[config.mk]
export PLATFORM = sky130hd
export DESIGN_NAME = pfc_port_flow_ctrl
export DESIGN_NICKNAME = d
export VERILOG_FILES = /design/src/verilog/pfc_pkg.sv /design/src/verilog/pfc_port_flow_ctrl.sv
export SDC_FILE = /design/constraint.sdc
export NUM_CORES = 1
export LEC_CHECK = 0
export ABC_AREA = 0
export ABC_CLOCK_PERIOD_IN_PS = 3900
export BUFFER_PORTS_ARGS = -buffer_cell sky130_fd_sc_hd__buf_2
export CAP_MARGIN = 20
export CORE_MARGIN = 3
export CORE_UTILIZATION = 40
export DETAILED_ROUTE_END_ITERATION = 7
export PLACE_DENSITY = 0.79
export SLEW_MARGIN = 20
export SYNTH_ARGS = -nofsm -noshare
export SYNTH_HDL_FRONTEND = slang
export SYNTH_SLANG_ARGS = --single-unit
[constraint.sdc]
create_clock -name aclk -period 3.9 [get_ports aclk]
set_input_delay 0.39 -clock aclk [delete_from_list [all_inputs] [get_ports aclk]]
set_output_delay 0.39 -clock aclk [all_outputs]
set_load 0.03 [all_outputs]
[src/verilog/pfc_pkg.sv]
// Purpose: constants for the two-port flow control register bank
// Assumes: AXI4-Lite, 32-bit data, byte addresses
// Notes: field positions are shared by both port registers
package pfc_pkg;
  localparam logic [11:0] PFC_P1_OFFSET = 12'h1A0;
  localparam logic [11:0] PFC_P2_OFFSET = 12'h1A4;
  localparam int PFC_BIT_MANUAL = 0;
  localparam int PFC_BIT_TX_EN = 1;
  localparam int PFC_BIT_RX_EN = 2;
  localparam int PFC_BIT_TX_CUR = 3;
  localparam int PFC_BIT_RX_CUR = 4;
  localparam int PFC_BIT_DUPLEX = 5;
  localparam int PFC_BIT_BP_EN = 6;
  localparam logic [31:0] PFC_WMASK = 32'h0000_0047;
  localparam logic [1:0] PFC_RESP_OKAY = 2'h0;
  localparam logic [1:0] PFC_RESP_SLVERR = 2'h2;
  localparam logic [31:0] PFC_RESET_DATA = 32'h0000_0000;
endpackage

[src/verilog/pfc_port_flow_ctrl.sv]
// Purpose: per-port flow control configuration and status for switch ports 1 and 2
// Assumes: single 20 MHz clock, synchronous active-low reset, AXI4-Lite slave
// Notes: port status inputs (duplex, autoneg, link partner pause) come from logic on the same clock

// Summary of operation
// - With manual select 0 and autoneg on, the port's pause setting follows the autoneg result.
// - With manual select 0 and autoneg off, the programmed rx and tx pause enables apply.
// - With manual select 1, the programmed rx and tx pause enables apply in full duplex.
// - Bit 2 enables pause frame detection when it is in effect.
// - Bit 1 enables pause frame generation when it is in effect.
// - Bit 6 enables half-duplex backpressure on the port.
// - Read-only bit 5 shows the duplex state, 1 meaning half duplex.
// - Read-only bit 4 shows whether receive pause is in force now.
// - Read-only bit 3 shows whether transmit pause is in force now.
// - Status bits show the setting in force, manual or negotiated.
// - Writable fields load from the straps at reset, and the loader may overwrite them.
// - A loader update rewrites the affected fields to the new values.
// - Status reset values come from several straps together, not one.
// - Writes here never touch the phy advertisement pause bits.
module pfc_port_flow_ctrl
  import pfc_pkg::*;
(
  input wire logic aclk,
  input wire logic aresetn,
  input wire logic [11:0] s_axi_awaddr,
  input wire logic s_axi_awvalid,
  output logic s_axi_awready,
  input wire logic [31:0] s_axi_wdata,
  input wire logic [3:0] s_axi_wstrb,
  input wire logic s_axi_wvalid,
  output logic s_axi_wready,
  output logic [1:0] s_axi_bresp,
  output logic s_axi_bvalid,
  input wire logic s_axi_bready,
  input wire logic [11:0] s_axi_araddr,
  input wire logic s_axi_arvalid,
  output logic s_axi_arready,
  output logic [31:0] s_axi_rdata,
  output logic [1:0] s_axi_rresp,
  output logic s_axi_rvalid,
  input wire logic s_axi_rready,
  input wire logic [1:0] manual_pause_strap,
  input wire logic [1:0] full_duplex_pause_strap,
  input wire logic [1:0] backpressure_strap,
  input wire logic loader_write,
  input wire logic [1:0] loader_manual_pause,
  input wire logic [1:0] loader_full_duplex_pause,
  input wire logic [1:0] loader_backpressure,
  input wire logic [1:0] port_half_duplex,
  input wire logic [1:0] autoneg_enable,
  input wire logic [1:0] autoneg_rx_pause,
  input wire logic [1:0] autoneg_tx_pause,
  output logic [1:0] pause_rx_active,
  output logic [1:0] pause_tx_active,
  output logic [1:0] backpressure_active
);

  // per-port writable fields, index 0 is port 1 and index 1 is port 2
  logic [1:0] manual_reg;
  logic [1:0] rx_en_reg;
  logic [1:0] tx_en_reg;
  logic [1:0] bp_en_reg;
  logic strap_load_reg;
  logic [1:0] rx_cur;
  logic [1:0] tx_cur;
  logic [31:0] port_word [2];

  // write channel holding registers
  logic aw_held_reg;
  logic [11:0] aw_addr_reg;
  logic w_held_reg;
  logic [31:0] w_data_reg;
  logic [3:0] w_strb_reg;
  logic bvalid_reg;
  logic [1:0] bresp_reg;
  logic rvalid_reg;
  logic [31:0] rdata_reg;
  logic [1:0] rresp_reg;

  wire do_write = aw_held_reg && w_held_reg && !bvalid_reg;
  wire wr_p1 = aw_addr_reg == PFC_P1_OFFSET;
  wire wr_p2 = aw_addr_reg == PFC_P2_OFFSET;
  wire [1:0] wr_sel = {do_write && wr_p2, do_write && wr_p1};
  wire wr_lane0 = w_strb_reg[0];
  wire rd_take = s_axi_arvalid && !rvalid_reg;
  wire rd_p1 = s_axi_araddr == PFC_P1_OFFSET;
  wire rd_p2 = s_axi_araddr == PFC_P2_OFFSET;

  assign s_axi_awready = !aw_held_reg;
  assign s_axi_wready = !w_held_reg;
  assign s_axi_bvalid = bvalid_reg;
  assign s_axi_bresp = bresp_reg;
  assign s_axi_arready = !rvalid_reg;
  assign s_axi_rvalid = rvalid_reg;
  assign s_axi_rdata = rdata_reg;
  assign s_axi_rresp = rresp_reg;

  // address and data may arrive in either order; each is held until both are present
  always_ff @(posedge aclk) begin
    if (!aresetn) begin
      aw_held_reg <= 1'b0;
      aw_addr_reg <= 12'h000;
      w_held_reg <= 1'b0;
      w_data_reg <= PFC_RESET_DATA;
      w_strb_reg <= 4'h0;
    end else if (do_write) begin
      aw_held_reg <= 1'b0;
      w_held_reg <= 1'b0;
    end else begin
      if (s_axi_awvalid && !aw_held_reg) begin
        aw_held_reg <= 1'b1;
        aw_addr_reg <= s_axi_awaddr;
      end
      if (s_axi_wvalid && !w_held_reg) begin
        w_held_reg <= 1'b1;
        w_data_reg <= s_axi_wdata;
        w_strb_reg <= s_axi_wstrb;
      end
    end
  end

  always_ff @(posedge aclk) begin
    if (!aresetn) begin
      bvalid_reg <= 1'b0;
      bresp_reg <= PFC_RESP_OKAY;
    end else if (do_write) begin
      bvalid_reg <= 1'b1;
      bresp_reg <= (wr_p1 || wr_p2) ? PFC_RESP_OKAY : PFC_RESP_SLVERR;
    end else if (s_axi_bready) begin
      bvalid_reg <= 1'b0;
    end
  end

  // fields take the synchronised strap levels at the first edge after reset is released
  always_ff @(posedge aclk) begin
    if (!aresetn) begin
      strap_load_reg <= 1'b1;
    end else begin
      strap_load_reg <= 1'b0;
    end
  end

  // straps are pins: two flops before the field load, no reset so they track the pins while reset is held
  logic [1:0] man_strap_meta_reg;
  logic [1:0] man_strap_sync_reg;
  logic [1:0] fdp_strap_meta_reg;
  logic [1:0] fdp_strap_sync_reg;
  logic [1:0] bp_strap_meta_reg;
  logic [1:0] bp_strap_sync_reg;
  always_ff @(posedge aclk) begin
    man_strap_meta_reg <= manual_pause_strap;
    man_strap_sync_reg <= man_strap_meta_reg;
    fdp_strap_meta_reg <= full_duplex_pause_strap;
    fdp_strap_sync_reg <= fdp_strap_meta_reg;
    bp_strap_meta_reg <= backpressure_strap;
    bp_strap_sync_reg <= bp_strap_meta_reg;
  end

  genvar gp;
  generate
    for (gp = 0; gp < 2; gp++) begin : g_port
      always_ff @(posedge aclk) begin
        if (!aresetn) begin
          manual_reg[gp] <= 1'b0;
          rx_en_reg[gp] <= 1'b0;
          tx_en_reg[gp] <= 1'b0;
          bp_en_reg[gp] <= 1'b0;
        end else if (strap_load_reg) begin
          manual_reg[gp] <= man_strap_sync_reg[gp];
          rx_en_reg[gp] <= fdp_strap_sync_reg[gp];
          tx_en_reg[gp] <= fdp_strap_sync_reg[gp];
          bp_en_reg[gp] <= bp_strap_sync_reg[gp];
        end else if (loader_write) begin
          manual_reg[gp] <= loader_manual_pause[gp];
          rx_en_reg[gp] <= loader_full_duplex_pause[gp];
          tx_en_reg[gp] <= loader_full_duplex_pause[gp];
          bp_en_reg[gp] <= loader_backpressure[gp];
        end else if (wr_sel[gp] && wr_lane0) begin
          manual_reg[gp] <= w_data_reg[PFC_BIT_MANUAL];
          tx_en_reg[gp] <= w_data_reg[PFC_BIT_TX_EN];
          rx_en_reg[gp] <= w_data_reg[PFC_BIT_RX_EN];
          bp_en_reg[gp] <= w_data_reg[PFC_BIT_BP_EN];
        end
      end

      // manual in full duplex; half duplex carries no pause frames
      assign rx_cur[gp] = port_half_duplex[gp] ? 1'b0 :
        (!manual_reg[gp] && autoneg_enable[gp]) ? autoneg_rx_pause[gp] : rx_en_reg[gp];
      assign tx_cur[gp] = port_half_duplex[gp] ? 1'b0 :
        (!manual_reg[gp] && autoneg_enable[gp]) ? autoneg_tx_pause[gp] : tx_en_reg[gp];
      assign pause_rx_active[gp] = rx_cur[gp];
      assign pause_tx_active[gp] = tx_cur[gp];
      assign backpressure_active[gp] = bp_en_reg[gp] && port_half_duplex[gp];

      // status derived from straps via fields and port state
      always_comb begin
        port_word[gp] = PFC_RESET_DATA;
        port_word[gp][PFC_BIT_MANUAL] = manual_reg[gp];
        port_word[gp][PFC_BIT_TX_EN] = tx_en_reg[gp];
        port_word[gp][PFC_BIT_RX_EN] = rx_en_reg[gp];
        port_word[gp][PFC_BIT_TX_CUR] = tx_cur[gp];
        port_word[gp][PFC_BIT_RX_CUR] = rx_cur[gp];
        port_word[gp][PFC_BIT_DUPLEX] = port_half_duplex[gp];
        port_word[gp][PFC_BIT_BP_EN] = bp_en_reg[gp];
      end
    end
  endgenerate

  // no path to phy advertisement
  // the block has no port toward the phy registers, so writes cannot reach them

  always_ff @(posedge aclk) begin
    if (!aresetn) begin
      rvalid_reg <= 1'b0;
      rdata_reg <= PFC_RESET_DATA;
      rresp_reg <= PFC_RESP_OKAY;
    end else if (rd_take) begin
      rvalid_reg <= 1'b1;
      rdata_reg <= rd_p1 ? port_word[0] : (rd_p2 ? port_word[1] : PFC_RESET_DATA);
      rresp_reg <= (rd_p1 || rd_p2) ? PFC_RESP_OKAY : PFC_RESP_SLVERR;
    end else if (s_axi_rready) begin
      rvalid_reg <= 1'b0;
    end
  end

  // checks
  property p_manual_rx;
    @(posedge aclk) disable iff (!aresetn)
      (manual_reg[0] && !port_half_duplex[0]) |-> (pause_rx_active[0] == rx_en_reg[0]);
  endproperty
  a_manual_rx: assert property (p_manual_rx) else $error("manual rx pause mismatch");

  property p_auto_tx;
    @(posedge aclk) disable iff (!aresetn)
      (!manual_reg[1] && autoneg_enable[1] && !port_half_duplex[1]) |-> (pause_tx_active[1] == autoneg_tx_pause[1]);
  endproperty
  a_auto_tx: assert property (p_auto_tx) else $error("autoneg tx pause mismatch");

  property p_noan_rx;
    @(posedge aclk) disable iff (!aresetn)
      (!manual_reg[1] && !autoneg_enable[1] && !port_half_duplex[1]) |-> (pause_rx_active[1] == rx_en_reg[1]);
  endproperty
  a_noan_rx: assert property (p_noan_rx) else $error("programmed rx pause not applied");

  property p_bp;
    @(posedge aclk) disable iff (!aresetn)
      (port_half_duplex[0] && bp_en_reg[0]) |-> backpressure_active[0];
  endproperty
  a_bp: assert property (p_bp) else $error("backpressure not generated");

  property p_read_p1;
    @(posedge aclk) disable iff (!aresetn)
      (rd_take && rd_p1) |=> (s_axi_rvalid && s_axi_rdata[31:7] == 25'h0 &&
        s_axi_rdata[PFC_BIT_DUPLEX] == $past(port_half_duplex[0]) &&
        s_axi_rdata[PFC_BIT_RX_CUR] == $past(rx_cur[0]));
  endproperty
  a_read_p1: assert property (p_read_p1) else $error("port 1 readback wrong");

  property p_read_p2_tx;
    @(posedge aclk) disable iff (!aresetn)
      (rd_take && rd_p2) |=> (s_axi_rdata[PFC_BIT_TX_CUR] == $past(tx_cur[1]));
  endproperty
  a_read_p2_tx: assert property (p_read_p2_tx) else $error("port 2 tx state readback wrong");

  property p_loader;
    @(posedge aclk) disable iff (!aresetn)
      (loader_write && !strap_load_reg) |=> (bp_en_reg == $past(loader_backpressure) &&
        manual_reg == $past(loader_manual_pause));
  endproperty
  a_loader: assert property (p_loader) else $error("loader values not taken");

  property p_strap;
    @(posedge aclk) disable iff (!aresetn)
      strap_load_reg |=> (rx_en_reg == $past(fdp_strap_sync_reg) && !strap_load_reg);
  endproperty
  a_strap: assert property (p_strap) else $error("strap values not loaded");

  property p_write_resp;
    @(posedge aclk) disable iff (!aresetn)
      (do_write && !wr_p1 && !wr_p2 && !loader_write && !strap_load_reg) |=> (s_axi_bvalid &&
        s_axi_bresp == PFC_RESP_SLVERR && $stable(manual_reg) && $stable(rx_en_reg) && $stable(bp_en_reg));
  endproperty
  a_write_resp: assert property (p_write_resp) else $error("write outside the bank was not ignored");

  property p_manual_tx;
    @(posedge aclk) disable iff (!aresetn)
      (manual_reg[1] && !port_half_duplex[1]) |-> (pause_tx_active[1] == tx_en_reg[1]);
  endproperty
  a_manual_tx: assert property (p_manual_tx) else $error("manual tx pause mismatch");

  property p_auto_rx;
    @(posedge aclk) disable iff (!aresetn)
      (!manual_reg[1] && autoneg_enable[1] && !port_half_duplex[1]) |-> (pause_rx_active[1] == autoneg_rx_pause[1]);
  endproperty
  a_auto_rx: assert property (p_auto_rx) else $error("autoneg rx pause mismatch");

  property p_half_quiet;
    @(posedge aclk) disable iff (!aresetn)
      port_half_duplex[0] |-> (!pause_tx_active[0] && !pause_rx_active[0]);
  endproperty
  a_half_quiet: assert property (p_half_quiet) else $error("pause frames enabled in half duplex");

  property p_bp_off;
    @(posedge aclk) disable iff (!aresetn)
      (!bp_en_reg[1] || !port_half_duplex[1]) |-> !backpressure_active[1];
  endproperty
  a_bp_off: assert property (p_bp_off) else $error("backpressure without enable");

  property p_read_p2_dup;
    @(posedge aclk) disable iff (!aresetn)
      (rd_take && rd_p2) |=> (s_axi_rdata[PFC_BIT_DUPLEX] == $past(port_half_duplex[1]));
  endproperty
  a_read_p2_dup: assert property (p_read_p2_dup) else $error("port 2 duplex readback wrong");

  property p_read_rsvd;
    @(posedge aclk) disable iff (!aresetn)
      s_axi_rvalid |-> (s_axi_rdata[31:7] == 25'h0);
  endproperty
  a_read_rsvd: assert property (p_read_rsvd) else $error("reserved read bits not zero");

  property p_read_p2_rx;
    @(posedge aclk) disable iff (!aresetn)
      (rd_take && rd_p2) |=> (s_axi_rdata[PFC_BIT_RX_CUR] == $past(pause_rx_active[1]));
  endproperty
  a_read_p2_rx: assert property (p_read_p2_rx) else $error("port 2 rx state differs from setting in force");

  property p_strap_bp;
    @(posedge aclk) disable iff (!aresetn)
      strap_load_reg |=> (bp_en_reg == $past(bp_strap_sync_reg) && manual_reg == $past(man_strap_sync_reg) &&
        tx_en_reg == $past(fdp_strap_sync_reg));
  endproperty
  a_strap_bp: assert property (p_strap_bp) else $error("strap levels not copied into fields");

  property p_write_field;
    @(posedge aclk) disable iff (!aresetn)
      (wr_sel[0] && wr_lane0 && !loader_write && !strap_load_reg) |=>
        (tx_en_reg[0] == $past(w_data_reg[PFC_BIT_TX_EN]) && rx_en_reg[0] == $past(w_data_reg[PFC_BIT_RX_EN]));
  endproperty
  a_write_field: assert property (p_write_field) else $error("port 1 enable write lost");

endmodule

==> reports/metrics.cfg, run 1 <==
[pwr]
p_int_mw = 0.748
p_per_area_nw_per_um2 = 403
combPwrFrac_pct = 17.1
netSwitchingFraction_pct = 29.6
seq_power_share_pct = 53.3
fin_total_pwr_mw = 1.06
p_clk_share_pct = 29.5
vdd_drop_max_uv = 212
power.static_leakage_nw = 1.27
power.switching_mw = 0.314

[sta]
tns_ns = 0
setup_violations = 0
max_freq_mhz = 561
layout_min_cycle_time_ns = 1.78
slew_viol_final = 0
rsz0062_at_grt = no
maxSlewHeadroom_pct = 47.2
skew_ns = 0.00432
finalHoldViolCount = 0
worst_pin_slew_ns = 0.786
period_share_pct = 45.7

[clock_network]
cts_sinks = 51
numCtsBuffers = 5
ctsResizeCount = 0
clock-root-buffer = clkbuf_8
htreeDepth = 2
cts_tree = yes
postCtsSetupBuffers = 0
cts_hold_buf = 0
cts_buffer_depth = 2
cts.reportedPaths.clkPinSlew_ns = 0.10
clock_latency_ns = 0.30

[setup_path]
crit_end = port_word[34]$_SDFFE_PN0P_
critPathMaxFanout = 4
r2r_cells = 4
worstSetupStartpoint = aw_addr_reg[3]$_SDFFE_PN0P_
crit_chain = or4b_1, nor4_4, a311o_2, mux2i_1
reg2reg_slack_ns = 2.12
cp.depth = 4
r2r-start = aw_addr_reg[3]$_SDFFE_PN0P_
critPathRequiredTime_ns = 4.13
cp_slowest_cell = or4b_1
crit_arrival_ns = 2.02
r2r_end = port_word[34]$_SDFFE_PN0P_
timing.critical_path.buf_inv = 0
critPathTopFamily = simple AND/OR/NAND/NOR gates
critPathLaunchType = flop
criticalPathCategory = flop to flop
critPathCaptureType = flop
cpPeakStageDelay_ns = 0.57

[floorplanning]
die_area_sq_um = 6530
coreArea_sq_um = 5270
die_width_um = 80.8
initial_utilization_pct = 42.5
ios = 135
die_h_um = 80.8
fp-row-count = 26

[place]
io_buffers = 76
gp_congestion = 0.772
dp_hpwl_mm = 3.66

[cells_and_area]
final_common_cell = buf_2
drive_gt1_share_pct = 27.8
postLayoutCoreUtil_pct = 50.0
largest_reg_flops = 12
area_delta_synth_final_pct = 17.7
diodes = 0
n_fill_cell = 493
layout_common_cells = buf_2, dfxtp_1, nand2_1
nets = 404

[routing]
dr.pass1.iters = 4
routed_via_density = 4.60
drc = 0
routed-via-count = 1782
postRouteAntennaNets = 0
drt_iter0_drc = 60
routed_wl_mm = 4.66
wire_per_inst_um = 12.0

[synth]
syn_inst = 247
synth_seq_area_share_pct = 45.6
synth_edf_count = 0
ys_seq_elements = 51
ys.flop_type = dfxtp_1
syn_area_per_cell_sq_um = 9.07
synth_largest_area_cell = dfxtp_1
yosysUniqueCellTypes = 31
yosysWarnings = 0
async_flop_share_pct = 0
synth_area_leaders = dfxtp_1, mux2i_1, buf_4, nand2_1, a21oi_1
syn_area_sq_um = 2240
synth_top_area_share_pct = 45.6

[grt]
antenna_found_initial = 0
grt_pass1_wl_mm = 7.42
grt_pass1_vias = 1715
track_usage_pct = 14.5
grt-ovfl-total = 0
grt_start_max_net_pins = 27

[job]
maxCapViolations = 0

[status]
status = finished clean

[min_path]
hp-class = primary input to flop

==> power groups by stage <==
stage	Sequential [mW]	Combinational, mW	Clock (mW)
floorplan	0.580	0.152	0
global route	0.572	0.201	0.353
global placement	0.578	0.179	0
CTS	0.567	0.183	0.332
detailed placement	0.579	0.182	0
finish	0.567	0.182	0.314
==> layer usage <==
layer / global-route usage (%) / wire (um) / vias up
met5: 0 / 0 / -
met4: 4.05 / 27 / 0
met3: 3.66 / 362 / 2
met2: 26.7 / 2270 / 68
met1: 16.6 / 2000 / 801
li1: - / - / 911
==> through the flow <==
stage	instance area [sq um]	cells	setup slack, ns	hold slack [ns]
after floorplan	2340	273	2.26	0.310
after global placement	2540	379	1.93	0.312
after detailed placement	2540	379	1.92	0.312
after CTS	2640	387	2.09	0.168
after global routing	2640	387	1.94	0.164
final	2640	387	2.12	0.181
==> worst min-delay path by stage <==
stage	start	end	slack, ns	cells past startpoint
floorplan	bp_strap_meta_reg[0]$_DFF_P_	bp_strap_sync_reg[0]$_DFF_P_	0.31	0
global placement	bp_strap_meta_reg[0]$_DFF_P_	bp_strap_sync_reg[0]$_DFF_P_	0.31	0
detailed placement	man_strap_meta_reg[1]$_DFF_P_	man_strap_sync_reg[1]$_DFF_P_	0.31	0
CTS	full_duplex_pause_strap[0]	fdp_strap_meta_reg[0]$_DFF_P_	0.17	1
global route	full_duplex_pause_strap[1]	fdp_strap_meta_reg[1]$_DFF_P_	0.16	1
finish	full_duplex_pause_strap[0]	fdp_strap_meta_reg[0]$_DFF_P_	0.18	1
==> Yosys cell counts, types with 2 or more instances <==
library cell / instances
o211ai_1: 4
a32o_1: 2
o32ai_1: 2
a21oi_1: 16
inv_1: 6
clkinv_1: 2
nor2b_1: 5
nor2_1: 20
a21o_1: 4
a2bb2oi_1: 5
nand2_1: 43
buf_4: 31
clkbuf_1: 8
o21ai_0: 3
dfxtp_1: 51
and2_1: 3
mux2i_1: 26
nand2b_1: 3
==> cells by family (layout without fill, tap and decap cells) <==
family          count (synthesis)  count (layout)  share of synthesized area (%)
other cells                     1              27                          0.167
buf+inv                        48              92                           13.2
mux                            26              26                           11.6
flops                          51              51                           45.6
compound gates                 39              39                           12.2
simple gates                   82              82                           17.2
==> final cells by class <==
type | instances | area (sq um) | share of cell area, %
clock buffers | 5 | 68.8 | 2.61
inverters | 8 | 30.0 | 1.14
well taps | 70 | 87.6 | 3.32
flip-flops and latches | 51 | 1020 | 38.7
repair buffers | 76 | 380 | 14.4
multi-input cells | 174 | 1020 | 38.7
clock inverters | 3 | 28.8 | 1.09
==> worst register-to-register path, cell delays in order (launching register included) <==
cell and delay [ns]:
dfxtp_1 0.33, or4b_1 0.57, nor4_4 0.33, a311o_2 0.30, mux2i_1 0.19
No activity file was read; power rests on OpenSTA's default activity.
==> run 2: changes to the inputs <==
--- a/config.mk
+++ b/config.mk
@@ -5,8 +5,8 @@
 export SDC_FILE = /design/constraint.sdc
 export NUM_CORES = 1
 export LEC_CHECK = 0
-export ABC_AREA = 0
-export ABC_CLOCK_PERIOD_IN_PS = 3900
+export ABC_AREA = 1
+export ABC_CLOCK_PERIOD_IN_PS = 1500
 export BUFFER_PORTS_ARGS = -buffer_cell sky130_fd_sc_hd__buf_2
 export CAP_MARGIN = 20
 export CORE_MARGIN = 3
==> constraint.sdc (replaced) <==
create_clock -name aclk -period 1.5 [get_ports aclk]
set_input_delay 0.15 -clock aclk [delete_from_list [all_inputs] [get_ports aclk]]
set_output_delay 0.15 -clock aclk [all_outputs]
set_load 0.03 [all_outputs]
==> reports/metrics.cfg, run 2 <==
[synth]
yosysUniqueCellTypes = 24
synth_area_leaders = dfxtp_1, nand2_1, nor2_1, buf_4, inv_1
syn_area_sq_um = 2540
synth_largest_area_cell = dfxtp_1
ys.flop_type = dfxtp_1
ys_seq_elements = 51
async_flop_share_pct = 0
yosysWarnings = 0
synthTopCellsByCount = nand2_1, nor2_1, inv_1, dfxtp_1, buf_4
synth_seq_area_share_pct = 40.1
syn_area_per_cell_sq_um = 6.99
synth_top_area_share_pct = 40.1
yosys.cell_count.top_type = nand2_1
syn_inst = 364
synth_edf_count = 0

[grt]
grt_pass1_wl_mm = 9.00
track_usage_pct = 14.9
grt_pass1_vias = 2172
grt_start_max_net_pins = 32
antenna_found_initial = 0
grt-ovfl-total = 0

[status]
status = finished clean

[routing]
postRouteAntennaNets = 0
drc = 0
drt_iter0_drc = 68
routed_wl_mm = 5.32
routed_via_density = 4.44
routed-via-count = 2289
wire_per_inst_um = 10.3
dr.pass1.iters = 4

[setup_path]
critPathCaptureType = output pin
criticalPathCategory = flop to output pin
worstSetupStartpoint = manual_reg[1]$_SDFFE_PN0P_
critPathLaunchType = flop
r2r-start = aw_held_reg$_SDFFE_PP0P_
critPathRequiredTime_ns = 1.35
crit_arrival_ns = 1.26
critPathMaxFanout = 3

[sta]
max_freq_mhz = 711
setup_violations = 0
slew_viol_final = 0
skew_ns = 0.00935
finalHoldViolCount = 0
whs_ns = 0.0608
period_share_pct = 93.8
layout_min_cycle_time_ns = 1.41
tns_ns = 0
rsz0062_at_grt = no

[clock_network]
cts_buffer_depth = 2
clock-root-buffer = clkbuf_8
numCtsBuffers = 5
htreeDepth = 2
cts_sinks = 51
clock_latency_ns = 0.31
postCtsSetupBuffers = 0
cts_tree = yes
cts.reportedPaths.clkPinSlew_ns = 0.10

[floorplanning]
die_h_um = 85.7
ios = 135
coreArea_sq_um = 6030
initial_utilization_pct = 42.2
die_width_um = 85.7
die_area_sq_um = 7350
fp-row-count = 28

[cells_and_area]
final_cell_count_no_fill = 516
largest_reg_flops = 12
fin_area_sq_um = 3010
final_common_cell = buf_2
area_delta_synth_final_pct = 18.4
layout_common_cells = buf_2, nand2_1, nor2_1
drive_gt1_share_pct = 23.8
postLayoutCoreUtil_pct = 50.0
diodes = 0
nets = 528

[min_path]
hp-start = s_axi_wdata[0]
hp-class = primary input to flop

[place]
dp_hpwl_mm = 4.17
io_buffers = 76
place_area_sq_um = 2840
dp.cells = 502
gp_congestion = 0.804

[pwr]
power.static_leakage_nw = 1.63
p_per_area_nw_per_um2 = 985
vdd_drop_max_uv = 755

[job]
maxCapViolations = 0

## run 2: cell types whose count changed in the layout (fill, tap and decap cells not counted), sizes merged, moves of 3 or more
cell,previous run,this run
nand3,0,25
clkinv,4,1
inv,7,57
mux2i,26,0
a2bb2oi,5,0
nor2,20,71
nand2,43,65
nand2b,3,0
o21ai,3,32
nor2b,5,0
and2,3,0
dlygate4sd3,0,6
a21o,4,0
o211ai,4,0
## run 2: final timing paths
check / slack (ns) / cells past startpoint / to
hold reg to reg: 0.34 / 0 / man_strap_sync_reg[1]$_DFF_P_
hold / removal: 0.06 / 3 / w_data_reg[0]$_SDFFE_PN0P_
setup reg to reg: 0.17 / 4 / aw_addr_reg[3]$_SDFFE_PN0P_
setup / recovery: 0.09 / 6 / pause_rx_active[1]
## run 2: layer usage
| layer | global-route usage, % | part of all wire [%] | vias to the layer above | wire (um) |
|---|---|---|---|---|
| met5 | 0 | 0 | - | 0 |
| met1 | 17.7 | 43 | 985 | 2310 |
| met4 | 4.89 | 1.7 | 0 | 93 |
| met3 | 3.27 | 7.5 | 10 | 399 |
| li1 | - | - | 1205 | - |
| met2 | 26.6 | 47 | 89 | 2520 |
## run 2: layout make-up
type | count | area [sq um]
clock buffers | 5 | 68.8
repair buffers | 83 | 453
multi-input cells | 243 | 1140
fillers | 615 | 3010
inverters | 56 | 210
flip-flops and latches | 51 | 1020
well taps | 75 | 93.8
clock inverters | 3 | 27.5
## run 2: cells by family (layout without fill, tap and decap cells)
logic type	after synthesis	count (layout)	synth area share, %
buffers and inverters	96	147	19.3
other	1	27	0.147
AND/OR/NAND/NOR	164	164	30.1
AO/OA/AOI/OAI	52	52	10.4
flip-flops	51	51	40.1
## run 2: report_power, final
group          internal [mW]  switching, mW
Combinational          0.208          0.414
Clock                  0.343          0.497
Sequential              1.45         0.0533
Total                   2.00          0.965
## run 2: per-stage QoR
step / total power [mW] / setup WS, ns
global route: 3.13 / 0.00621
global placement: 2.12 / -0.0258
CTS: 2.99 / 0.0626
finish: 2.97 / 0.0931
floorplan: 2.04 / 0.209
detailed placement: 2.14 / -0.0377
## run 2: worst max-delay path, cell delays in order, from the launching register on
cell,delay (ns)
dfxtp_1,0.32
inv_1,0.07
nand2_1,0.07
inv_1,0.07
nor2_1,0.05
nor2_2,0.16
clkbuf_4,0.22
## run 2: repair_timing
action	4_1_cts	5_1_grt
hold endpoints to repair	6	0
hold buffers	6	0
gates resized for setup	1	6
setup endpoints to repair	2	2
